$ cat config.mk
export PLATFORM = sky130hd
export DESIGN_NAME = fel_line_coding
export DESIGN_NICKNAME = d
export VERILOG_FILES = /design/src/inc/fel_pkg.sv /design/src/hw/fel_fifo.sv /design/src/hw/fel_line_coding.sv
export VERILOG_INCLUDE_DIRS = /design/src /design/src/inc
export SDC_FILE = /design/constraint.sdc
export NUM_CORES = 1
export LEC_CHECK = 0
export ABC_AREA = 0
export BUFFER_PORTS_ARGS = -buffer_cell sky130_fd_sc_hd__buf_4
export CORE_ASPECT_RATIO = 0.8
export CORE_UTILIZATION = 35
export CTS_CLUSTER_SIZE = 30
export DETAILED_ROUTE_END_ITERATION = 7
export GPL_TIMING_DRIVEN = 0
export PLACE_DENSITY = 0.54
export SLEW_MARGIN = 20
export SYNTH_ARGS = -nofsm -noshare
export SYNTH_HDL_FRONTEND = slang
export SYNTH_SLANG_ARGS = --single-unit
export TNS_END_PERCENT = 1
$ cat constraint.sdc
create_clock -name clk_i -period 5.3 [get_ports clk_i]
set_input_delay 0.53 -clock clk_i [delete_from_list [all_inputs] [get_ports clk_i]]
set_output_delay 0.53 -clock clk_i [all_outputs]
set_load 0.01 [all_outputs]
$ cat src/inc/fel_defs.svh
`ifndef FEL_DEFS_SVH
`define FEL_DEFS_SVH

// ****************************************************************
// Widths and taps
// ****************************************************************
`define FEL_LFSR_W      11
`define FEL_TAP_HI      10
`define FEL_TAP_LO      8
`define FEL_LFSR_RST    11'h000
`define FEL_SYM_W       5
`define FEL_ADDR_W      5
`define FEL_IDLE_BIT    1'h1
`define FEL_SEED_PAD    1'h1

// ****************************************************************
// Synchronisation figures
// ****************************************************************
`define FEL_SYNC_GROUPS 12
`define FEL_SYNC_BITS   (`FEL_SYNC_GROUPS * `FEL_SYM_W)
`define FEL_SYNC_CNT_W  6
`define FEL_LSM_BITS    58
`define FEL_HOLD_US     722
`define FEL_CLK_MHZ     100
`define FEL_HOLD_CYC    (`FEL_HOLD_US * `FEL_CLK_MHZ)
`define FEL_TMR_W       17

// ****************************************************************
// Line coding and buffering
// ****************************************************************
`define FEL_PHASE_POS   2'h1
`define FEL_PHASE_NEG   2'h3
`define FEL_FIFO_DEPTH  8

`endif

$ cat src/inc/fel_pkg.sv
`include "fel_defs.svh"

package fel_pkg;

   // Two binary streams that together form the three-level line.
   typedef struct packed
   {
      logic pos;
      logic neg;
   } fel_mlt_s;

   // One received code-group with a mark for the first one after lock.
   typedef struct packed
   {
      logic                   first;
      logic [`FEL_SYM_W-1:0]  code;
   } fel_sym_s;

   typedef enum logic
   {
      FEL_HUNT,
      FEL_LOCKED
   } fel_sync_e;

   typedef logic [`FEL_LFSR_W-1:0] fel_lfsr_t;

endpackage

$ cat src/hw/fel_fifo.sv
`timescale 1ns/1ps

module fel_fifo
   import fel_pkg::*;
#(
   parameter int WIDTH = 6,
   parameter int DEPTH = 8
)
(
   // Clock and reset
   input  wire logic             clk_i,
   input  wire logic             sys_rst_i,
   // Fill side
   input  wire logic [WIDTH-1:0] in_data_i,
   input  wire logic             in_valid_i,
   output logic                  in_ready_o,
   // Drain side
   output logic [WIDTH-1:0]      out_data_o,
   output logic                  out_valid_o,
   input  wire logic             out_ready_i
);

   localparam int AW = $clog2(DEPTH);

   logic [WIDTH-1:0] mem_ff [DEPTH];
   logic [WIDTH-1:0] nxt_mem [DEPTH];
   logic [AW-1:0]    wr_ff;
   logic [AW-1:0]    nxt_wr;
   logic [AW-1:0]    rd_ff;
   logic [AW-1:0]    nxt_rd;
   logic [AW:0]      cnt_ff;
   logic [AW:0]      nxt_cnt;
   logic             push;
   logic             pop;

   assign in_ready_o  = (cnt_ff != (AW+1)'(DEPTH));
   assign out_valid_o = (cnt_ff != '0);
   assign out_data_o  = mem_ff[rd_ff];

   always_comb
   begin
      push    = in_valid_i & in_ready_o;
      pop     = out_valid_o & out_ready_i;
      nxt_mem = mem_ff;
      nxt_wr  = wr_ff;
      nxt_rd  = rd_ff;
      nxt_cnt = cnt_ff;
      if (push)
      begin
         nxt_mem[wr_ff] = in_data_i;
         nxt_wr         = (wr_ff == AW'(DEPTH-1)) ? '0 : AW'(wr_ff + 1'b1);
      end
      if (pop)
      begin
         nxt_rd = (rd_ff == AW'(DEPTH-1)) ? '0 : AW'(rd_ff + 1'b1);
      end
      if (push && !pop)
      begin
         nxt_cnt = (AW+1)'(cnt_ff + 1'b1);
      end
      else if (pop && !push)
      begin
         nxt_cnt = (AW+1)'(cnt_ff - 1'b1);
      end
   end

   always_ff @(posedge clk_i)
   begin
      mem_ff <= nxt_mem;
      if (sys_rst_i)
      begin
         wr_ff  <= '0;
         rd_ff  <= '0;
         cnt_ff <= '0;
      end
      else
      begin
         wr_ff  <= nxt_wr;
         rd_ff  <= nxt_rd;
         cnt_ff <= nxt_cnt;
      end
   end

endmodule

$ cat src/hw/fel_line_coding.sv
`timescale 1ns/1ps

`include "fel_defs.svh"
module fel_line_coding
   import fel_pkg::*;
#(
   parameter int HOLD_CYC = `FEL_HOLD_CYC
)
(
   // Clock and reset
   input  wire logic                   clk_i,
   input  wire logic                   sys_rst_i,
   // Serial NRZ code-group stream from the encoder
   input  wire logic                   tx_nrz_i,
   input  wire logic                   tx_nrz_valid_i,
   // Address strap pins
   input  wire logic [`FEL_ADDR_W-1:0] phy_address_straps_i,
   // Toward the line driver
   output fel_mlt_s                    tx_line_o,
   output logic                        tx_nrzi_o,
   // From the equaliser and analog detectors
   input  wire fel_mlt_s               rx_line_i,
   input  wire logic                   rx_energy_i,
   input  wire logic                   rx_link_pulse_i,
   output logic                        rx_signal_detect_o,
   // Received symbols toward code-group alignment
   output fel_sym_s                    rx_sym_o,
   output logic                        rx_sym_valid_o,
   input  wire logic                   rx_sym_ready_i,
   // Status
   output logic                        rx_synced_o,
   output logic                        rx_overrun_o
);

   localparam logic [`FEL_TMR_W-1:0] HOLD_LD = `FEL_TMR_W'(HOLD_CYC - 1);

   // ****************************************************************
   // Pin synchronisers
   // ****************************************************************
   // Straps, energy and link-pulse flags come from pins or analog
   // comparators, so each passes two flip-flops before use.
   logic [`FEL_ADDR_W-1:0] strap_m_ff;
   logic [`FEL_ADDR_W-1:0] strap_s_ff;
   logic                   energy_m_ff;
   logic                   energy_s_ff;
   logic                   pulse_m_ff;
   logic                   pulse_s_ff;

   always_ff @(posedge clk_i)
   begin
      strap_m_ff  <= phy_address_straps_i;
      strap_s_ff  <= strap_m_ff;
      energy_m_ff <= rx_energy_i;
      energy_s_ff <= energy_m_ff;
      pulse_m_ff  <= rx_link_pulse_i;
      pulse_s_ff  <= pulse_m_ff;
   end

   // ****************************************************************
   // Transmit path
   // ****************************************************************
   fel_lfsr_t  tx_lfsr_ff;
   fel_lfsr_t  nxt_tx_lfsr;
   logic       tx_seeded_ff;
   logic       nxt_tx_seeded;
   logic       tx_nrzi_ff;
   logic       nxt_tx_nrzi;
   logic [1:0] tx_phase_ff;
   logic [1:0] nxt_tx_phase;
   fel_mlt_s   tx_line_ff;
   fel_mlt_s   nxt_tx_line;
   logic       tx_key;
   logic       tx_src;
   logic       tx_scr;
   fel_lfsr_t  tx_seed;

   always_comb
   begin
      tx_seed     = {strap_s_ff, ~strap_s_ff, `FEL_SEED_PAD};
      tx_key      = tx_lfsr_ff[`FEL_TAP_HI] ^ tx_lfsr_ff[`FEL_TAP_LO];
      // Idle ones fill every gap so the far end can keep its lock.
      tx_src      = tx_nrz_valid_i ? tx_nrz_i : `FEL_IDLE_BIT;
      tx_scr      = tx_src ^ tx_key;
      // The seed is taken one cycle after reset releases, once the
      // strap synchroniser holds settled values.
      nxt_tx_seeded = 1'b1;
      nxt_tx_lfsr   = tx_seeded_ff ? {tx_lfsr_ff[`FEL_TAP_HI-1:0], tx_key}
                                   : tx_seed;
      nxt_tx_nrzi   = tx_nrzi_ff ^ tx_scr;
      // Each one event steps the phase through pos, zero, neg, zero, so the
      // non-zero levels alternate between the positive and the negative stream.
      nxt_tx_phase  = tx_phase_ff + {1'b0, tx_scr};
      nxt_tx_line.pos = (nxt_tx_phase == `FEL_PHASE_POS);
      nxt_tx_line.neg = (nxt_tx_phase == `FEL_PHASE_NEG);
   end

   always_ff @(posedge clk_i)
   begin
      if (sys_rst_i)
      begin
         tx_lfsr_ff   <= `FEL_LFSR_RST;
         tx_seeded_ff <= 1'b0;
         tx_nrzi_ff   <= 1'b0;
         tx_phase_ff  <= 2'h0;
         tx_line_ff   <= '0;
      end
      else
      begin
         tx_lfsr_ff   <= nxt_tx_lfsr;
         tx_seeded_ff <= nxt_tx_seeded;
         tx_nrzi_ff   <= nxt_tx_nrzi;
         tx_phase_ff  <= nxt_tx_phase;
         tx_line_ff   <= nxt_tx_line;
      end
   end

   // The three-level pair and the NRZI stream leave the block; there is no path that
   // puts plain binary data on the transmit pair.
   assign tx_line_o = tx_line_ff;
   assign tx_nrzi_o = tx_nrzi_ff;

   // ****************************************************************
   // Receive line decoding
   // ****************************************************************
   fel_mlt_s rx_prev_ff;
   logic     rx_nrzi_ff;
   logic     rx_nrzi_d_ff;
   logic     rx_sd_ff;
   logic     nxt_rx_nrzi;
   logic     rx_sd;

   always_comb
   begin
      // Any change of the three-level state is one NRZI transition.
      nxt_rx_nrzi = rx_nrzi_ff ^ (rx_line_i != rx_prev_ff);
      rx_sd       = rx_nrzi_ff ^ rx_nrzi_d_ff;
   end

   always_ff @(posedge clk_i)
   begin
      if (sys_rst_i)
      begin
         rx_prev_ff   <= '0;
         rx_nrzi_ff   <= 1'b0;
         rx_nrzi_d_ff <= 1'b0;
         rx_sd_ff     <= 1'b0;
         rx_signal_detect_o <= 1'b0;
      end
      else
      begin
         rx_prev_ff   <= rx_line_i;
         rx_nrzi_ff   <= nxt_rx_nrzi;
         rx_nrzi_d_ff <= rx_nrzi_ff;
         rx_sd_ff     <= rx_sd;
         // Link pulse activity vetoes the energy detector.
         rx_signal_detect_o <= energy_s_ff & ~pulse_s_ff;
      end
   end

   // ****************************************************************
   // Descrambler, line-state monitor and hold timer
   // ****************************************************************
   fel_sync_e                 sync_ff;
   fel_sync_e                 nxt_sync;
   fel_lfsr_t                 rx_lfsr_ff;
   fel_lfsr_t                 nxt_rx_lfsr;
   logic [`FEL_SYNC_CNT_W-1:0] hunt_cnt_ff;
   logic [`FEL_SYNC_CNT_W-1:0] nxt_hunt_cnt;
   logic [`FEL_SYNC_CNT_W-1:0] ones_cnt_ff;
   logic [`FEL_SYNC_CNT_W-1:0] nxt_ones_cnt;
   logic [`FEL_TMR_W-1:0]     hold_ff;
   logic [`FEL_TMR_W-1:0]     nxt_hold;
   logic                      rx_key;
   logic                      rx_ud;
   logic                      bit_ok;
   logic                      lock_now;

   always_comb
   begin
      rx_key       = rx_lfsr_ff[`FEL_TAP_HI] ^ rx_lfsr_ff[`FEL_TAP_LO];
      rx_ud        = rx_sd_ff ^ rx_key;
      bit_ok       = 1'b0;
      lock_now     = 1'b0;
      nxt_sync     = sync_ff;
      nxt_rx_lfsr  = rx_lfsr_ff;
      nxt_hunt_cnt = hunt_cnt_ff;
      nxt_ones_cnt = ones_cnt_ff;
      nxt_hold     = hold_ff;
      unique case (sync_ff)
         FEL_HUNT:
         begin
            // During idle the key equals the inverted line bit, so the
            // register is loaded straight from the line. A run of
            // correct predictions then proves the key is tracked.
            nxt_rx_lfsr = {rx_lfsr_ff[`FEL_TAP_HI-1:0], ~rx_sd_ff};
            bit_ok      = (~rx_sd_ff == rx_key);
            nxt_hunt_cnt = bit_ok ? `FEL_SYNC_CNT_W'(hunt_cnt_ff + 1'b1) : '0;
            if (bit_ok && (hunt_cnt_ff == `FEL_SYNC_CNT_W'(`FEL_SYNC_BITS - 1)))
            begin
               lock_now     = 1'b1;
               nxt_sync     = FEL_LOCKED;
               nxt_hunt_cnt = '0;
               nxt_ones_cnt = '0;
               nxt_hold     = HOLD_LD;
            end
         end
         FEL_LOCKED:
         begin
            nxt_rx_lfsr  = {rx_lfsr_ff[`FEL_TAP_HI-1:0], rx_key};
            nxt_ones_cnt = rx_ud ? `FEL_SYNC_CNT_W'(ones_cnt_ff + 1'b1) : '0;
            nxt_hold     = `FEL_TMR_W'(hold_ff - 1'b1);
            if (rx_ud && (ones_cnt_ff == `FEL_SYNC_CNT_W'(`FEL_LSM_BITS - 1)))
            begin
               nxt_ones_cnt = '0;
               nxt_hold     = HOLD_LD;
            end
            else if (hold_ff == '0)
            begin
               // Restart: key, ones counter and deserialiser count clear; the hold timer wraps to all ones.
               nxt_sync     = FEL_HUNT;
               nxt_rx_lfsr  = `FEL_LFSR_RST;
               nxt_ones_cnt = '0;
            end
         end
      endcase
   end

   always_ff @(posedge clk_i)
   begin
      if (sys_rst_i)
      begin
         sync_ff     <= FEL_HUNT;
         rx_lfsr_ff  <= `FEL_LFSR_RST;
         hunt_cnt_ff <= '0;
         ones_cnt_ff <= '0;
         hold_ff     <= '0;
      end
      else
      begin
         sync_ff     <= nxt_sync;
         rx_lfsr_ff  <= nxt_rx_lfsr;
         hunt_cnt_ff <= nxt_hunt_cnt;
         ones_cnt_ff <= nxt_ones_cnt;
         hold_ff     <= nxt_hold;
      end
   end

   // ****************************************************************
   // Serial to parallel
   // ****************************************************************
   // Groups are unaligned: counting starts at the lock point. The line
   // cannot be stalled, so a group meeting a full buffer is dropped and
   // the overrun flag records it until the next lock.
   logic [`FEL_SYM_W-1:0] shift_ff;
   logic [`FEL_SYM_W-1:0] nxt_shift;
   logic [2:0]            bit_cnt_ff;
   logic [2:0]            nxt_bit_cnt;
   logic                  first_ff;
   logic                  nxt_first;
   logic                  overrun_ff;
   logic                  nxt_overrun;
   logic                  push;
   logic                  fifo_ready;
   fel_sym_s              push_sym;

   always_comb
   begin
      nxt_shift   = {shift_ff[`FEL_SYM_W-2:0], rx_ud};
      nxt_bit_cnt = bit_cnt_ff;
      nxt_first   = first_ff;
      nxt_overrun = overrun_ff;
      push        = 1'b0;
      push_sym.first = first_ff;
      push_sym.code  = nxt_shift;
      if (sync_ff != FEL_LOCKED || nxt_sync != FEL_LOCKED)
      begin
         // Nothing is handed on outside lock.
         nxt_bit_cnt = '0;
         nxt_first   = 1'b1;
      end
      else if (bit_cnt_ff == 3'(`FEL_SYM_W - 1))
      begin
         push        = 1'b1;
         nxt_bit_cnt = '0;
         nxt_first   = 1'b0;
      end
      else
      begin
         nxt_bit_cnt = 3'(bit_cnt_ff + 1'b1);
      end
      if (lock_now)
      begin
         nxt_overrun = 1'b0;
      end
      if (push && !fifo_ready)
      begin
         nxt_overrun = 1'b1;
      end
   end

   always_ff @(posedge clk_i)
   begin
      if (sys_rst_i)
      begin
         shift_ff   <= '0;
         bit_cnt_ff <= '0;
         first_ff   <= 1'b1;
         overrun_ff <= 1'b0;
      end
      else
      begin
         shift_ff   <= nxt_shift;
         bit_cnt_ff <= nxt_bit_cnt;
         first_ff   <= nxt_first;
         overrun_ff <= nxt_overrun;
      end
   end

   fel_fifo
   #(
      .WIDTH ($bits(fel_sym_s)),
      .DEPTH (`FEL_FIFO_DEPTH)
   )
   u_sym_fifo
   (
      .clk_i       (clk_i),
      .sys_rst_i   (sys_rst_i),
      .in_data_i   (push_sym),
      .in_valid_i  (push),
      .in_ready_o  (fifo_ready),
      .out_data_o  (rx_sym_o),
      .out_valid_o (rx_sym_valid_o),
      .out_ready_i (rx_sym_ready_i)
   );

   assign rx_synced_o  = (sync_ff == FEL_LOCKED);
   assign rx_overrun_o = overrun_ff;

endmodule

-- Yosys cells after proc, flatten, opt, wreduce, memory -nomap -nowiden
Cells that the tools add are included.
- bits in registers: 145
- word-level logic and storage cells: 129
- add/subtract/negate cells: 9
- magnitude comparators: 3
- equal/unequal tests: 11
- muxes and demuxes: 35
- bitwise logic cells: 17
- reduce and logical (&&, ||, !) cells: 16
- operators by type and width (operator ; number):
    two-way mux 6 bit ; 9
    bitwise mux 48 bit ; 1
    two-way mux 17 bit ; 2
    case mux 17 bit (2 select lines) ; 1
    two-way mux 11 bit ; 3
    case mux 11 bit (2 select lines) ; 1
    binary-select mux 6 bit (select 3 bit) ; 1
    demux 6 bit (select 3 bit) ; 1
    zero test 17 bit ; 1
    subtractor 17 x 1 -> 17 bit, second input constant ; 1
    adder 6 x 1 -> 6 bit, second input constant ; 2
    == test 6 bit, second input constant ; 2
    case mux 6 bit (2 select lines) ; 1
    two-way mux 1 bit ; 10
    adder 3 x 1 -> 3 bit, second input constant ; 3
    == test 3 bit, second input constant ; 3
    greater-or-equal comparator 4 bit, second input constant ; 2
    two-way mux 4 bit ; 2
    inverter 3 -> 4 bit ; 2
    XOR 1 bit ; 7
    logical AND 1 bit ; 6
    two-way mux 3 bit ; 2
    inverter 5 bit ; 1
    adder 4 x 1 -> 4 bit, second input constant ; 1
    18 further kinds ; 26

-- Depth between registers and ports, before layout
Gate-level depths: netlist (run 1).
- depth after elaboration: 13
- depth in mapped cells: 15
- depth with buffers taken out: 15

-- By module
From an unflattened synthesis (run 1), not the netlist that was laid out.
- cell total of the unflattened synthesis: 485
- area, all modules: 5811.8 sq um
- modules (own cells, without submodules) (module ; times used ; cells each ; area an instance (sq um) ; seq. area each (sq um)):
    fel_line_coding ; 1 ; 343 ; 3345.7 ; 1741.7
    fel_fifo ; 1 ; 142 ; 2466.1 ; 1641.6

-- Worst setup path after synthesis (run 1)
OpenSTA, ideal clock, no wires.
- path type: reg2reg
- start: reg hold_ff[4]
- end: reg u_sym_fifo.cnt_ff[3]
- setup time: 0.070 ns
- arrival: 3.314 ns
- required time: 5.230 ns
- path slack: 1.916 ns
- cell stages (with the launch flop): 14
- buffers on the path: 0
- clock period less this slack: 3.384 ns
- cell sequence: dfxtp_1 or4_4 or4_4 o31a_1 nand2_1 inv_1 ha_1 inv_1 ha_1 a21o_1 a21oi_1 xnor2_1 or3_1 a21oi_1
- word-level cells in the longest chain between the ends: 11
- RTL lines (item ; line ; source):
    start, declared ; fel_line_coding.sv:171 ; logic [`FEL_TMR_W-1:0] hold_ff;
    start signal, assigned ; fel_line_coding.sv:244 ; hold_ff <= nxt_hold;
    zero test 17 bit * ; fel_line_coding.sv:217 ; else if (hold_ff == '0)
    two-way mux 1 bit * ; fel_line_coding.sv:217 ;
    two-way mux 1 bit * ; fel_line_coding.sv:212 ; if (rx_ud && (ones_cnt_ff == `FEL_SYNC_CNT_W'(`FEL_LSM_BITS - 1)))
    case mux 1 bit (2 select lines) * ; fel_line_coding.sv:189 ; unique case (sync_ff)
    inverter 1 bit * ; fel_line_coding.sv:275 ; if (sync_ff != FEL_LOCKED || nxt_sync != FEL_LOCKED)
    logical OR 1 bit * ; fel_line_coding.sv:275 ;
    two-way mux 1 bit * ; fel_line_coding.sv:275 ;
    bitwise AND 1 bit * ; fel_fifo.sv:42 ; push = in_valid_i & in_ready_o;
    via u_sym_fifo.push ; fel_fifo.sv:33 ; logic push;
    zero test 1 bit ; fel_fifo.sv:61 ; else if (pop && !push)
    logical AND 1 bit ; fel_fifo.sv:61 ;
    nonzero test 2 bit (no line) ; n/a ;
    end signal, assigned ; fel_fifo.sv:80 ; cnt_ff <= nxt_cnt;
    end, declared ; fel_fifo.sv:31 ; logic [AW:0] cnt_ff;
Mark *: on every way through the listed nets, which the timed path passes. The rest lies on a longest branch.
A chain may end at the register's enable or synchronous reset.

-- Worst setup path after layout (run 1)
Same ends and word-level chain as after synthesis.

==> results by group, run 1 <==
Worst hold path
  – HP Start: rx_energy_i
  – Worst min-delay path class: primary input to flip-flop

Drt
  – Final wirelength: about 11 mm
  – ANT nets after route: 0
  – DR iter-0 viols: 197
  – WL per Instance: roughly 15 um
  – Routed vias/inst: 4.937
  – Router iterations before antenna repair: 5
  – DR vias: ~3800
  – Post-route DRC: 0

STA
  – TNS Setup: 0 ns
  – Worst-Margin Slew: 0.9042 ns
  – Worst Clk Skew: 0.006605 ns
  – Hold Violations, Final: 0
  – Fmax achieved: 263.2 MHz
  – Crit path time final: around 3.8 ns
  – Setup-failing EPs final: 0
  – Fin crit share: about 72%
  – Slew margin rel.: around two fifths
  – Max Slew Vio Count: 0
  – RSZ-0062 raised after global routing: no
  – PnR worst setup slack: between 1.5 and 2 ns

Worst setup path
  – CP max stage cell: or4_4
  – Cell Chain, Critical Path: or4_4, or4_4, o31a_1, nand2_1, inv_1, ha_1, inv_1, ha_1, a21o_1, a21oi_1, xnor2_1, or3_1, a21oi_1
  – Max incr delay on CP: slightly below 0.6 ns
  – Arrival time worst endpoint: slightly above 4 ns
  – Worst Path Max Fanout: 7
  – Reg2reg start: hold_ff[4]
  – Kind of critical path: flip-flop to flip-flop
  – Critical Path Source Type: flip-flop
  – Worst Path Required: roughly 5.6 ns
  – Worst setup path startpoint: hold_ff[4]
  – Setup crit end kind: flip-flop

Yosys
  – Yosys cell types: 56
  – Netlist Area Pre-Place: roughly 5700 sq um
  – Top cell type's share of synthesized area: 34.19%
  – Area leader, netlist: dfxtp_1
  – Synth top area cells: dfxtp_1 34%, edfxtp_1 25%, mux4_2 4.8%, ha_1 3.3%, a21oi_1 3.3%
  – Synth Area per Inst: between 10 and 15 sq um
  – Mapped Cells: 486
  – Synthesized flop and latch total: 145
  – Sequential share of the synthesized area: around three fifths
  – Yosys warns: 0
  – Ys async rst share: 0%
  – Top FF cell, synth: dfxtp_1
  – Number of synthesized flops with an enable pin: 48
  – Syn Nets: approximately 520

Floorplanning
  – Die Ht: ~120 um
  – Core footprint: between 15000 and 20000 sq um
  – Rows: 41
  – Die area: between 15000 and 20000 sq um
  – Top Ports: 27
  – Initial Util: a little over a third
  – Die W: ~140 um

Placement
  – Placement Cell Area: around 6200 sq um
  – # placed instances: roughly 730
  – Port bufs: 26
  – Dpl hpwl: roughly 7.8 mm
  – DP Worst Slack: about 1.5 ns
  – Final RePlAce weighted congestion: a little under 0.8

CTS
  – Resized cells post-CTS: 0
  – Hold Buf Count CTS: 0
  – Htree depth: 4
  – Post-CTS setup buffer count: 0
  – Clk Latency, worst-skew pair: ~0.42 ns
  – Num Clock Sinks: 145
  – CTS tree: yes
  – CTS Buffer Depth: 2
  – Inserted Clock Buffers: 17
  – Clk slew on worst S/H paths: ~0.06 ns
  – Clock Tree Root: clkbuf_16

Final layout
  – Final net count: between 500 and 600
  – Sequential cell area: between 3000 and 4000 sq um
  – Fin util: ~43%
  – Layout area overhead: 19.59%
  – Commonest non-fill, non-tap cells in the layout: 97 x dfxtp_1, 48 x edfxtp_1, 47 x nor2_1
  – Final instance area: 6792 sq um
  – Diodes inserted: 0
  – Fill cells: 1526
  – Layout Cells excl Fill: between 700 and 800
  – Most common cell after layout, fill and taps aside: dfxtp_1
  – Share of post-route cells with drive strength above 1: about 17%
  – Multi-input gate area: between 2000 and 2500 sq um

Run status
  – Outcome: complete, no violations

Global route
  – Global route overflow: 0
  – Vias in the first global route: about 3700
  – Largest net degree at the start of global routing: 17
  – GRT Overall Usage: 14.79%
  – First-pass GRT wire length: 18.43 mm
  – Initial antenna violation count: 0

Power and ir drop
  – PwrDens: about 370 nW/um^2
  – Leakage: 2.429 nW
  – Worst vdd ir: 0.2241 mV

Flow run
  – Number of max-cap violations: 0
==> per-stage QoR <==
stage / power [mW] / hold slack, ns
floorplan: 1.267 / 0.3096
global placement: 1.302 / 0.3107
detailed placement: 1.305 / 0.3121
CTS: 2.512 / 0.1936
global route: 2.565 / 0.1904
finish: 2.482 / 0.2149
==> cells in the mapped netlist, drive strengths merged, types with 6 or more instances <==
cell / number
dfxtp: 97
edfxtp: 48
nor2: 47
a21oi: 37
nand2: 28
o21ai: 24
clkbuf: 16
ha: 15
inv: 14
nor3: 14
and2: 13
nand3: 13
mux4: 12
nor2b: 11
xnor2: 11
mux2: 6
mux2i: 6
or4: 6
==> state kept, by name (all words and copies together), names as in the netlist, 2 cells and up <==
signal and count:
hunt_cnt_ff 6, strap_m_ff 5, hold_ff 17, tx_lfsr_ff 11
tx_phase_ff 2, strap_s_ff 5, bit_cnt_ff 3, shift_ff 4
rx_lfsr_ff 11, u_sym_fifo.wr_ff 3, u_sym_fifo.cnt_ff 4, u_sym_fifo.rd_ff 3
ones_cnt_ff 6, u_sym_fifo.mem_ff 48, rx_prev_ff 2, tx_line_o 2
==> final timing paths <==
path	endpoint	depth (start not counted)	slack (ns)
min	energy_m_ff	1	0.21
min reg2reg	pulse_s_ff	0	0.33
max reg2reg	u_sym_fifo.cnt_ff[3]	13	1.50
max	u_sym_fifo.cnt_ff[3]	13	1.50
==> metal layers <==
metal	GRT usage (%)	share of wire [%]
met5	0	0
met4	6.737	1.1
met1	19.60	50
met3	3.967	3.2
met2	22.63	45
==> final cells by class <==
| class | instances | share of cell area (%) |
|---|---|---|
| clock buffers | 17 | 6.264 |
| multi-input cells | 308 | 32.55 |
| clock inverters | 15 | 2.561 |
| repair buffers | 28 | 3.021 |
| flip-flops and latches | 145 | 49.82 |
| plain buffers | 18 | 0.9948 |
| inverters | 15 | 0.8290 |
| well taps | 215 | 3.961 |
==> cell families (layout without fill, tap and decap cells) <==
family                     after synthesis  count (layout)  synth area share, %
muxes                                   24              24                7.006
and+or+nand+nor                        161             161                14.85
DFF                                    145             145                59.57
buffers and inverters                   33              93                2.181
AOI/OAI and AO/OA                       90              90                9.870
xor gates and xnor gates                17              17                2.864
adders and majority gates               16              16                3.657
==> power by group <==
part | total (mW) | leakage [nW] | switching, mW | internal, mW
registers | 1.19 | 1.22 | 0.0142 | 1.18
logic | 0.0889 | 0.916 | 0.0483 | 0.0406
clock network | 1.20 | 0.293 | 0.494 | 0.709
==> critical path: cells and delay by family, from the launching register on <==
family,cells,cell delay (ns)
AO/OA/AOI/OAI,4,0.91
XOR/XNOR,1,0.09
adder cells (fa/ha/maj),2,0.45
buffers and inverters,2,0.20
flip-flops,1,0.36
AND/OR/NAND/NOR,4,1.71
No activity file was read; power rests on OpenSTA's default activity.
==> run 2: changes to the inputs <==
--- a/config.mk
+++ b/config.mk
@@ -13,7 +13,7 @@
 export CTS_CLUSTER_SIZE = 30
 export DETAILED_ROUTE_END_ITERATION = 7
 export GPL_TIMING_DRIVEN = 0
-export PLACE_DENSITY = 0.54
+export PLACE_DENSITY = 0.56
 export SLEW_MARGIN = 20
 export SYNTH_ARGS = -nofsm -noshare
 export SYNTH_HDL_FRONTEND = slang
==> constraint.sdc (replaced) <==
create_clock -name clk_i -period 3.2 [get_ports clk_i]
set_input_delay 0.32 -clock clk_i [delete_from_list [all_inputs] [get_ports clk_i]]
set_output_delay 0.32 -clock clk_i [all_outputs]
set_load 0.01 [all_outputs]
==> results by group, run 2 (same netlist as run 1, synthesis figures left out) <==
STA
  – Worst Clk Skew: 0.01880 ns (+0.01219 ns)
  – Crit path time final: 3.144 ns (-0.6556 ns)
  – Max Slew Vio Count: 0 (unchanged)
  – Slew margin rel.: 29.41% (-9.8 points)
  – Worst-Margin Slew: 1.051 ns (+0.1466 ns)
  – TNS Setup: 0 ns (unchanged)
  – Hold Violations, Final: 0 (unchanged)
  – Hold Slack: 0.1298 ns (-0.08515 ns)
  – Fmax achieved: 318.1 MHz (+21%)
  – RSZ-0062 raised after global routing: yes
  – Fin crit share: 98.24% (+27 points)
  – PnR worst setup slack: 0.05630 ns (-1.444 ns)
  – Setup-failing EPs final: 0 (unchanged)

CTS
  – Htree depth: 4 (unchanged)
  – CTS tree: yes
  – Clk Latency, worst-skew pair: 0.43 ns (about the same)
  – Clock Tree Root: clkbuf_16
  – CTS Buffer Depth: 2 (unchanged)
  – Num Clock Sinks: 145 (unchanged)
  – Inserted Clock Buffers: 17 (unchanged)
  – Clk slew on worst S/H paths: 0.07 ns (about the same)

Floorplanning
  – Rows: 41 (unchanged)
  – Initial Util: 35.94% (unchanged)
  – Top Ports: 27 (unchanged)
  – Die Ht: 115.9 um (unchanged)
  – Core footprint: 15800 sq um (unchanged)
  – Die area: 16740 sq um (unchanged)
  – Die W: 144.4 um (unchanged)

Final layout
  – Layout Cells excl Fill: 775 (+1.8%)
  – Fin util: 44.12% (+1.1 points)
  – Sequential cell area: 3386 sq um (about the same)
  – Final net count: 577 (+2.5%)
  – Layout area overhead: 22.76%
  – Largest register FFs: 48 (unchanged)
  – Fill cells: 1518 (-0.52%)
  – Multi-input gate area: 2225 sq um (+0.62%)
  – Share of post-route cells with drive strength above 1: 19.29% (+2.1 points)
  – Diodes inserted: 0 (unchanged)
  – Final instance area: 6972 sq um (+2.7%)
  – Commonest non-fill, non-tap cells in the layout: 95 x dfxtp_1, 48 x edfxtp_1, 47 x nor2_1
  – Reg with most FFs: u_sym_fifo.mem_ff
  – Largest regs: u_sym_fifo.mem_ff x48, hold_ff x17
  – Most common cell after layout, fill and taps aside: dfxtp_1

Drt
  – Router iterations before antenna repair: 4 (-1)
  – Post-route DRC: 0 (unchanged)
  – Routed vias/inst: 4.946 (+0.18%)
  – WL per Instance: 15.04 um (+1.3%)
  – DR vias: 3833 (+2.0%)
  – Final wirelength: 11.66 mm (+3.2%)
  – ANT nets after route: 0 (unchanged)
  – DR iter-0 viols: 227 (+15%)

Worst setup path
  – Critical Path Source Type: flip-flop
  – Worst Path Required: 3.55 ns (-2.09 ns)
  – Worst Path Max Fanout: 2 (-5)
  – Arrival time worst endpoint: 3.50 ns (-0.64 ns)
  – R2R cell count: 13 (unchanged)
  – Setup crit end kind: flip-flop
  – Kind of critical path: flip-flop to flip-flop

Global route
  – Initial antenna violation count: 0 (unchanged)
  – Largest net degree at the start of global routing: 17 (unchanged)
  – GRT Overall Usage: 15.47% (+0.68 points)
  – Global route overflow: 0 (unchanged)
  – First-pass GRT wire length: 19.12 mm (+3.7%)
  – Vias in the first global route: 3739 (+1.7%)

Worst hold path
  – Hold path depth: 2 (+1)
  – Worst min-delay path class: primary input to flip-flop

Power and ir drop
  – Clock network power share: 50.1% (+1.6 points)
  – Total power: 4.263 mW (+72%)
  – Switching share of power: 21.30% (-1.1 points)
  – Seq pwr share: 46.2% (-1.7 points)
  – PwrDens: 611.5 nW/um^2 (+67%)
  – Worst vdd ir: 0.4168 mV (+86%)
  – Cell internal pwr: 3.355 mW (+74%)
  – Psw: 0.9079 mW (+63%)
  – Leakage: 2.518 nW (+3.7%)
  – Gate power share: 3.7% (about the same)

Placement
  – Dpl hpwl: 7.887 mm (+1.1%)
  – # placed instances: 730 (+0.14%)
  – DP Worst Slack: -0.2635 ns (-1.813 ns)
  – Port bufs: 26 (unchanged)
  – Placement Cell Area: 6205 sq um (+0.28%)
  – Final RePlAce weighted congestion: 0.8129 (+4.5%)

Run status
  – Outcome: complete, no violations

Flow run
  – Number of max-cap violations: 0 (unchanged)
==> run 2: changes by cell type in the layout (fill, tap and decap cells not counted), moves of 3 or more <==
| cell | previous run | this run |
|---|---|---|
| clkinvlp_4 | 1 | 4 |
| dlygate4sd3_1 | 0 | 7 |
| buf_4 | 26 | 32 |
| inv_6 | 6 | 3 |
==> run 2: cell type report <==
type	instances	area share [%]
Inverter	15	0.8076
Multi-Input combinational cell	308	31.91
Timing Repair Buffer	42	4.666
Clock inverter	14	2.907
Buffer	18	0.9871
Sequential cell	145	48.56
Tap cell	215	3.859
Clock buffer	18	6.299
==> run 2: critical path, cell delays in order (launching register included) <==
cell,delay [ns]
dfxtp_2,0.32
or4_4,0.54
or4_4,0.51
o31a_1,0.30
nand2_2,0.08
inv_1,0.05
ha_2,0.18
inv_2,0.06
ha_1,0.22
a21o_1,0.19
a21oi_2,0.14
xnor2_1,0.08
or3_1,0.31
a21oi_1,0.12
==> run 2: path summary, 6_finish.rpt <==
path,start,to,slack [ns]
worst max-delay path,hold_ff[7],u_sym_fifo.cnt_ff[3],0.06
worst min-delay path,rx_line_i[1],rx_prev_ff[1],0.13
worst max register to register,hold_ff[7],u_sym_fifo.cnt_ff[3],0.06
worst min register to register,pulse_m_ff,pulse_s_ff,0.33
==> run 2: routing by layer <==
metal	track usage [%]	part of all wire, %	vias to the layer above
met2	23.72	47	63
met4	5.825	1.1	0
met5	0	0	-
met3	5.289	3.9	10
li1	-	-	1907
met1	20.18	48	1853
==> run 2: timing repair <==
item                                    in CTS  in global routing
endpoints found under the setup margin       2                 19
hold buffers                                 7                  0
pin swaps                                    4                  1
buffers inserted                             6                  0
endpoints found under the hold margin        7                  0
resized for setup                            2                  4
==> run 2: power groups by stage <==
stage	logic (mW)	clock network [mW]	registers (mW)
finish	0.156	2.14	1.97
global route	0.176	2.28	1.97
floorplan	0.0905	0	2.01
detailed placement	0.150	0	2.01
CTS	0.158	2.18	1.97
global placement	0.147	0	2.01
